===== config.mk =====
export PLATFORM = sky130hd
export DESIGN_NAME = fle_regs
export DESIGN_NICKNAME = d
export VERILOG_FILES = /design/src/hw/fle_pkg.sv /design/src/hw/fle_sync.sv /design/src/hw/fle_regs.sv
export SDC_FILE = /design/constraint.sdc
export NUM_CORES = 1
export LEC_CHECK = 0
export BUFFER_PORTS_ARGS = -buffer_cell sky130_fd_sc_hd__buf_2
export CORE_ASPECT_RATIO = 0.9
export CORE_MARGIN = 1
export CORE_UTILIZATION = 45
export DETAILED_ROUTE_END_ITERATION = 10
export PLACE_DENSITY_LB_ADDON = 0.05
export SLEW_MARGIN = 5
export SYNTH_ARGS = -nofsm -noshare
export SYNTH_HDL_FRONTEND = slang
export SYNTH_HIERARCHICAL = 1
export SYNTH_SLANG_ARGS = --single-unit

===== constraint.sdc =====
create_clock -name clk -period 2 [get_ports clk]
set_input_delay 0.2 -clock clk [delete_from_list [all_inputs] [get_ports clk]]
set_output_delay 0.2 -clock clk [all_outputs]
set_load 0.05 [all_outputs]

===== src/hw/fle_pkg.sv =====
// Package for the flash LED fault and enable register bank.
// Assumes an upstream serial slave that presents byte-wide register accesses.
package fle_pkg;

    // ========================================================================
    // Register offsets
    localparam logic [7:0] OFS_SECOND_TORCH  = 8'h0B;
    localparam logic [7:0] OFS_FAULT_STATUS  = 8'h0C;
    localparam logic [7:0] OFS_FIRST_AT_LIM  = 8'h0D;
    localparam logic [7:0] OFS_SECOND_AT_LIM = 8'h0E;
    localparam logic [7:0] OFS_CHANNEL_EN    = 8'h0F;

    // ========================================================================
    // Field positions and widths
    localparam int TORCH_W       = 5;
    localparam int FLASH_W       = 6;
    localparam int BIT_OVERVOLT  = 7;
    localparam int BIT_SHORT     = 6;
    localparam int BIT_OVERTEMP  = 5;
    localparam int BIT_TIMEOUT   = 4;
    localparam int BIT_TXRED     = 3;
    localparam int BIT_LOWSUP    = 2;
    localparam int BIT_INDLIM    = 1;
    localparam int BIT_DCLIM     = 0;
    localparam int BIT_FIRST_ON  = 0;
    localparam int BIT_SECOND_ON = 1;

    // ========================================================================
    // Reset values
    localparam logic [7:0] RST_SECOND_TORCH = 8'h04;
    localparam logic [7:0] RST_CHANNEL_EN   = 8'h00;
    localparam logic [7:0] RST_FAULT        = 8'h00;
    localparam logic [7:0] RST_AT_LIM       = 8'h00;

    // Torch current step in microamps and saturating top code
    localparam int          TORCH_STEP_UA = 18700;
    localparam logic [4:0]  TORCH_SAT     = 5'h18;

    // Analog condition inputs, all asynchronous to clk
    typedef struct packed {
        logic overvoltage;
        logic short_circuit;
        logic overtemperature;
        logic flash_timeout;
        logic tx_reduction;
        logic low_supply;
        logic inductor_peak;
        logic battery_dc;
    } fle_cond_t;

    // Byte-wide register access from the serial slave
    typedef struct packed {
        logic       wr;
        logic       rd;
        logic [7:0] addr;
        logic [7:0] wdata;
    } fle_req_t;

endpackage : fle_pkg


===== src/hw/fle_sync.sv =====
// Two-flop synchroniser, one bit per lane.
// Assumes inputs come from outside the clk domain.
`timescale 1ns/1ps
module fle_sync #(
    parameter int W = 8
) (
    input  wire logic         clk,
    input  wire logic         rst,
    input  wire logic [W-1:0] d,
    output logic      [W-1:0] q
);
    logic [W-1:0] meta_r;

    always_ff @(posedge clk) begin
        if (rst) begin
            meta_r <= '0;
            q      <= '0;
        end else begin
            meta_r <= d;
            q      <= meta_r;
        end
    end
endmodule : fle_sync


===== src/hw/fle_regs.sv =====
// Upper control/status registers of a dual LED flash driver.
// Assumes a serial slave delivers one-cycle byte read/write strobes on clk,
// and the analog side delivers raw condition levels and flash-start pulses.
`timescale 1ns/1ps

module fle_regs (
    input  wire logic                     clk,
    input  wire logic                     rst,
    input  wire fle_pkg::fle_req_t        req,
    output logic      [7:0]               rdata,
    output logic                          rvalid,
    input  wire fle_pkg::fle_cond_t       cond_raw,
    input  wire logic                     flash_start,
    input  wire logic                     low_supply_detect_en,
    input  wire logic                     dc_limit_en,
    input  wire logic [5:0]               first_flash_code,
    input  wire logic [5:0]               second_flash_code,
    output logic      [4:0]               second_torch_level,
    output logic                          first_channel_on,
    output logic                          second_channel_on
);

    // ========================================================================
    // Condition synchronisers
    fle_pkg::fle_cond_t cond_s;
    logic [7:0]         cond_q;

    fle_sync #(.W(8)) u_sync (
        .clk (clk),
        .rst (rst),
        .d   (cond_raw),
        .q   (cond_q)
    );
    assign cond_s = fle_pkg::fle_cond_t'(cond_q);

    // ========================================================================
    // Decode
    function automatic logic hit(input fle_pkg::fle_req_t r,
                                 input logic [7:0] ofs);
        hit = (r.addr == ofs);
    endfunction : hit

    wire wr_torch = req.wr && hit(req, fle_pkg::OFS_SECOND_TORCH);
    wire wr_en    = req.wr && hit(req, fle_pkg::OFS_CHANNEL_EN);

    // ========================================================================
    // Second torch register
    logic [7:0] torch_r;
    logic [7:0] torch_nxt;

    assign torch_nxt = wr_torch ? req.wdata : torch_r;

    always_ff @(posedge clk) begin
        if (rst) torch_r <= fle_pkg::RST_SECOND_TORCH;
        else     torch_r <= torch_nxt;
    end

    // Codes past the saturating code all drive the same current.
    // Taken from the next value so the level moves one cycle after the
    // write, in step with the channel enables.
    wire [4:0] torch_code = torch_nxt[fle_pkg::TORCH_W-1:0];
    wire [4:0] torch_lvl_nxt =
        (torch_code > fle_pkg::TORCH_SAT) ? fle_pkg::TORCH_SAT
                                          : torch_code;

    // ========================================================================
    // Channel enable with interlock
    logic [7:0] en_r;
    logic [7:0] en_nxt;

    wire cur_first  = en_r[fle_pkg::BIT_FIRST_ON];
    wire cur_second = en_r[fle_pkg::BIT_SECOND_ON];
    wire req_first  = req.wdata[fle_pkg::BIT_FIRST_ON];
    wire req_second = req.wdata[fle_pkg::BIT_SECOND_ON];
    // Interlock judged against state before the write, so a joint set
    // from both-off passes while a late add-on is refused.
    wire new_first  = req_first & ~(cur_second & ~cur_first);
    wire new_second = req_second & ~(cur_first & ~cur_second);

    assign en_nxt = wr_en ? {req.wdata[7:2], new_second, new_first}
                          : en_r;

    always_ff @(posedge clk) begin
        if (rst) en_r <= fle_pkg::RST_CHANNEL_EN;
        else     en_r <= en_nxt;
    end

    // ========================================================================
    // Fault flags, follow live conditions except the reduction flag, sticky per flash
    logic [7:0] fault_r;
    logic [7:0] fault_nxt;
    logic       tx_seen_r;

    // Reduction flag is sticky within a flash, cleared on the next start;
    // a reduction in the start cycle itself still counts.
    wire tx_seen_nxt = cond_s.tx_reduction |
                       (tx_seen_r & ~flash_start);

    always_comb begin
        fault_nxt = fle_pkg::RST_FAULT;
        fault_nxt[fle_pkg::BIT_OVERVOLT] = cond_s.overvoltage;
        fault_nxt[fle_pkg::BIT_SHORT]    = cond_s.short_circuit;
        fault_nxt[fle_pkg::BIT_OVERTEMP] = cond_s.overtemperature;
        fault_nxt[fle_pkg::BIT_TIMEOUT]  = cond_s.flash_timeout;
        fault_nxt[fle_pkg::BIT_TXRED]    = tx_seen_nxt;
        fault_nxt[fle_pkg::BIT_LOWSUP]   =
            cond_s.low_supply & low_supply_detect_en;
        fault_nxt[fle_pkg::BIT_INDLIM]   = cond_s.inductor_peak;
        fault_nxt[fle_pkg::BIT_DCLIM]    =
            cond_s.battery_dc & dc_limit_en;
    end

    always_ff @(posedge clk) begin
        if (rst) begin
            fault_r   <= fle_pkg::RST_FAULT;
            tx_seen_r <= 1'b0;
        end else begin
            fault_r   <= fault_nxt;  // no write path
            tx_seen_r <= tx_seen_nxt;
        end
    end

    // ========================================================================
    // Current capture on rising edge of dc limit
    logic [7:0] first_lim_r;
    logic [7:0] second_lim_r;

    wire dc_rise = fault_nxt[fle_pkg::BIT_DCLIM] &
                   ~fault_r[fle_pkg::BIT_DCLIM];

    always_ff @(posedge clk) begin
        if (rst) begin
            first_lim_r  <= fle_pkg::RST_AT_LIM;
            second_lim_r <= fle_pkg::RST_AT_LIM;
        end else if (dc_rise) begin
            first_lim_r  <= {2'b00, first_flash_code};
            second_lim_r <= {2'b00, second_flash_code};
        end
    end

    // ========================================================================
    // Read mux; unmapped offsets read zero
    logic [7:0] rd_mux;

    always_comb begin
        unique case (req.addr)
            fle_pkg::OFS_SECOND_TORCH:  rd_mux = torch_r;
            fle_pkg::OFS_FAULT_STATUS:  rd_mux = fault_r;
            fle_pkg::OFS_FIRST_AT_LIM:  rd_mux = first_lim_r;
            fle_pkg::OFS_SECOND_AT_LIM: rd_mux = second_lim_r;
            fle_pkg::OFS_CHANNEL_EN:    rd_mux = en_r;
            default:                    rd_mux = 8'h00;
        endcase
    end

    // ========================================================================
    // Output flops
    always_ff @(posedge clk) begin
        if (rst) begin
            rdata              <= 8'h00;
            rvalid             <= 1'b0;
            second_torch_level <=
                fle_pkg::RST_SECOND_TORCH[fle_pkg::TORCH_W-1:0];
            first_channel_on   <= 1'b0;
            second_channel_on  <= 1'b0;
        end else begin
            rvalid             <= req.rd;
            rdata              <= req.rd ? rd_mux : rdata;
            second_torch_level <= torch_lvl_nxt;
            first_channel_on   <= en_nxt[fle_pkg::BIT_FIRST_ON];
            second_channel_on  <= en_nxt[fle_pkg::BIT_SECOND_ON];
        end
    end

endmodule : fle_regs


# Yosys cells after proc, flatten, opt, wreduce, memory -nomap -nowiden
# Index checks and enable logic that the tools add are counted.
# totals
reg_bits,69
latchBits,0
wordCells,44
n_memories,0
input_bits,43
ram_bits,0
rom_bits,0
# classes
mul,0
order_cmp,1
n_addsub,0
n_eq_ne,5
bitwise,15
muxes,4
shift,0
div,0
reduce_logical,3
# ops
op,count
$eq 8x4->1 const B,5
$pmux 8 s5,1
$mux 5,2
$and 1x1->1,8
$not 1->1,6
$gt 5x5->1 const B,1
$logic_and 1x1->1,2
$mux 2,1
$reduce_or 2->1,1
$or 1x1->1,1

# Depth between registers and ports, before layout
# depth
depth_word,5
depth_mapped,6
depth_no_buf,4

# Cells and area by module
# Netlist, hierarchy kept.
# by_module_without_submodules
mod,cells_each,seq_area_each_um2,instances,area_each_um2
fle_regs,217,980.9,1,2013.2
fle_sync,33,320.3,1,464.2

# Worst setup path after synthesis
# OpenSTA, ideal clock, no wires.
# synth_path
path_type,input -> register
startpoint,in req[12] (netlist bit)
endpoint,reg second_torch_level[3]
path_buffers,1
setup_slack_ns,0.287
arrival_time_ns,1.586
cell_stages,5
setup_time_ns,0.128
cell_sequence,or4b_4 nor4_4 buf_6 mux2i_1 nor2_1
# synth_between
elab_chain_cells,5
# synth_lines
element,line_no,text
start: declaration,fle_regs.sv:9,"input wire fle_pkg::fle_req_t req,"
$eq 8x4->1 *,fle_regs.sv:40,hit = (r.addr == ofs);
$logic_and 1x1->1 *,fle_regs.sv:43,"wire wr_torch = req.wr && hit(req, fle_pkg::OFS_SECOND_TORCH);"
$mux 5 *,fle_regs.sv:51,assign torch_nxt = wr_torch ? req.wdata : torch_r;
$gt 5x5->1,fle_regs.sv:63,(torch_code > fle_pkg::TORCH_SAT) ? fle_pkg::TORCH_SAT
$mux 5 *,fle_regs.sv:63,
end signal: assignment,fle_regs.sv:162,second_torch_level <=
end signal: assignment,fle_regs.sv:169,second_torch_level <= torch_lvl_nxt;
end: declaration,fle_regs.sv:18,"output logic [4:0] second_torch_level,"
# Mark *: on every way between the ends. The rest lies on a longest branch, timed or not.
# A chain may end at the register's enable or synchronous reset.

# Final worst setup path
# layout_path
startpoint,in req[12] (netlist bit)
endpoint,reg rdata[4]
# layout_between
elab_chain_cells,2
elab_cells_between_ends,6
# layout_lines
element,line_no,text
$eq 8x4->1,fle_regs.sv:146,unique case (req.addr)
$pmux 8 s5 *,fle_regs.sv:146,
end signal: assignment,fle_regs.sv:168,rdata <= req.rd ? rd_mux : rdata;
end: declaration,fle_regs.sv:10,"output logic [7:0] rdata,"
# Marked as above.

==> out/qor.txt <==
======================================================================================================
Count of buffers from port buffering                                                                58
Share of synthesized flip-flops with an asynchronous set or reset                                    0
Net count after synthesis                                                                          293
Number of warnings printed during yosys synthesis                                                    6
Via count of the first global-routing pass                                                        1733
Peak supply drop                                                                              0.546 mV
Global-route wire length before repair                                                         7870 um
RSZ-0062 raised after global routing                                                             false
Remaining antenna violation count after routing                                                      0
Fraction of synthesized cell area in xor and xnor cells                                              0
Detail Placement HPWL                                                                          3480 um
Antenna diode count                                                                                  0
Number of levels the H-tree was split into                                                           3
Die boundary width                                                                             80.2 um
Core Footprint                                                                               5290 um^2
Number of instances resized during post-cts repair                                                   0
Number of core rows                                                                                 25
Remaining Overflow, GRT                                                                              0
Synth top area share                                                                             0.525
Primary flip-flop cell chosen by synthesis mapping                                             dfxtp_1
Buffer depth of the longest clock path                                                               2
Global routing met1 resource utilization                                                         0.228
Largest clock skew in the final design                                                         3.49 ps
Kind of launch point of the worst setup path                                                input port
Min-Delay Path Class                                                                      input port to flip-flop
Non-filler cells, final                                                                            387
Antenna violations before repair                                                                     0
Post-route total power                                                                         2570 uW
Final clock period utilization by the worst path                                                 0.739
Cell area after synthesis                                                                    2480 um^2
Most common library cells after synthesis                                                 65 x dfxtp_1, 29 x nand2_1, 27 x mux2i_1
Final layout net count                                                                             358
Number of iterations in the first detailed-routing pass                                              4
Max-capacitance violation count                                                                      0
Fraction of layout cells with a size suffix above 1                                              0.313
Remaining routing DRC violations                                                                     0
Data arrival at the endpoint of the critical path                                              1720 ps
WL/cell                                                                                        12.4 um
RePlAce Congestion                                                                               0.788
Adder and majority gate portion of the synthesized area                                              0
Area fraction in compound gates after synthesis                                                  0.117
P_leak                                                                                      0.00125 uW
Critical path endpoint category                                                              flip-flop
Clock Tree Root                                                                               clkbuf_8
Status                                                                                       completed
Synthesized area divided by synthesized cell count                                           9.91 um^2
Mux contribution to synthesized area                                                             0.109
Later-pin clock latency in the skew report                                                      330 ps
Vias per inst                                                                                     4.85
Synth-to-Final Area Change                                                                       24.0%
Tightest Pin Transition                                                                         425 ps
Critical path data required time                                                               2250 ps
Hold_buf cts                                                                                         0
Routed vias                                                                                       1878
GR Util met3                                                                                    0.0717
Number of top-level pins                                                                            59
Floorplan die area                                                                           5810 um^2
Inserted Clock Buffers                                                                               9
Number of synthesized flops with an enable pin                                                       0
Die height                                                                                     72.4 um
Number of DRC markers in iteration 0                                                                41
GR Util All Layers                                                                               0.183
Total of endpoints with negative setup slack in the final report                                     0
Final instance area                                                                          3070 um^2
Initial standard-cell utilization of the core                                                    0.469
Highest net fanout along the worst path                                                              6
Flop2flop setup slack                                                                           940 ps
Dpl cells                                                                                          371
Slew Limit Headroom                                                                              0.717
Placement-stage cell area                                                                    2880 um^2
Clock transition at the register clock pins on the worst setup and hold paths after CTS          70 ps
Clock period minus worst slack                                                                 1480 ps
Busiest grt layer                                                                                 met2
Library cell with the highest instance count after synthesis                                   dfxtp_1
Pins Over Slew Limit                                                                                 0
Final TNS setup                                                                                   0 ps
TritonCTS clock tree                                                                               yes
Number of distinct library cell variants in the gate-level netlist after synthesis                  31
Total wire length after detailed routing                                                       4810 um
Post-CTS setup-driven buffer insertion count                                                         0
Combinational family with the most area after synthesis                                   simple AND/OR/NAND/NOR gates
GR met2 Demand/Resource                                                                          0.287
Number of clock sinks                                                                               65
Ratio of total power to cell area                                                          838 nW/um^2
Gate Count Post-Synth                                                                              250
Setup Crit Path Kind                                                                      input port to flip-flop
Pin count of the biggest net entering global routing                                                31
Final Hold Violating Endpoints                                                                       0
Number of flip-flops and latches in the synthesized netlist                                         65
Biggest area consumer among synthesized cells                                                  dfxtp_1
Part of the Yosys area used for sequential elements                                              0.525
Largest cells by area after synthesis                                                     dfxtp_1 53%, mux2i_1 11%, a21oi_1 4.4%
Peak clock frequency supported by timing                                                       677 MHz
Post-synthesis simple-gate area fraction                                                         0.204
======================================================================================================
## final timing paths
kind	cells after the start	start	to
hold reg to reg	2	u_sync/q[2]	fault_r[2]
hold / removal	2	cond_raw[3]	u_sync/meta_r[3]
setup reg to reg	4	u_sync/q[0]	second_lim_r[2]
setup / recovery	5	req[12]	rdata[4]
## report_power, final
group	switching [uW]	total (uW)	internal, uW
clock network	483	1090	605
registers	7.53	1330	1320
logic	85.0	158	73.4
total	576	2570	2000
## routing by layer
layer | vias up | share of wire
li1 | 978 | -
met1 | 845 | 0.46
met2 | 49 | 0.46
met3 | 6 | 0.056
met4 | 0 | 0.014
met5 | - | 0
## cells in the final DEF, fill, tap and decap left out, drive strengths merged, types with 5 or more instances in the layout
master	instances
nor2b	18
and2b	6
dfxtp	65
nor2	23
nand2	29
inv	11
mux2i	27
clkbuf	11
o32ai	6
buf	67
o22ai	5
a21oi	22
## critical path, cell delays in order
cell and delay, ps:
buf_2 100, or4b_4 580, a2111oi_2 430, nand2b_1 250, o32ai_1 170
## state kept, by name, summed over array words and instances (netlist names)
register	flops
fault_r	8
torch_r	7
rdata	8
second_lim_r	6
u_sync/q	8
rvalid	1
u_sync/meta_r	8
second_torch_level	5
first_lim_r	6
en_r	8
## kinds of logic after synthesis
family	count (synthesis)
and+or+nand+nor	89
DFF	65
AOI/OAI and AO/OA	45
muxes	27
buffers and inverters	24
## through the flow
step	setup slack (ps)	hold WS [ps]	utilization
global placement	221	409	0.544
floorplan	287	314	-
finish	522	71.1	0.581
CTS	534	57.4	0.581
global route	403	58.2	0.581
detailed placement	185	409	0.544
## final cells by class
cell class | count | area [um^2]
flip-flops and latches | 65 | 1300
multi-input cells | 161 | 1070
fillers | 499 | 2210
clock buffers | 11 | 141
well taps | 67 | 83.8
inverters | 11 | 41.3
clock inverters | 5 | 55.1
repair buffers | 67 | 383
Note: power is estimated with default switching activity, not from simulation.
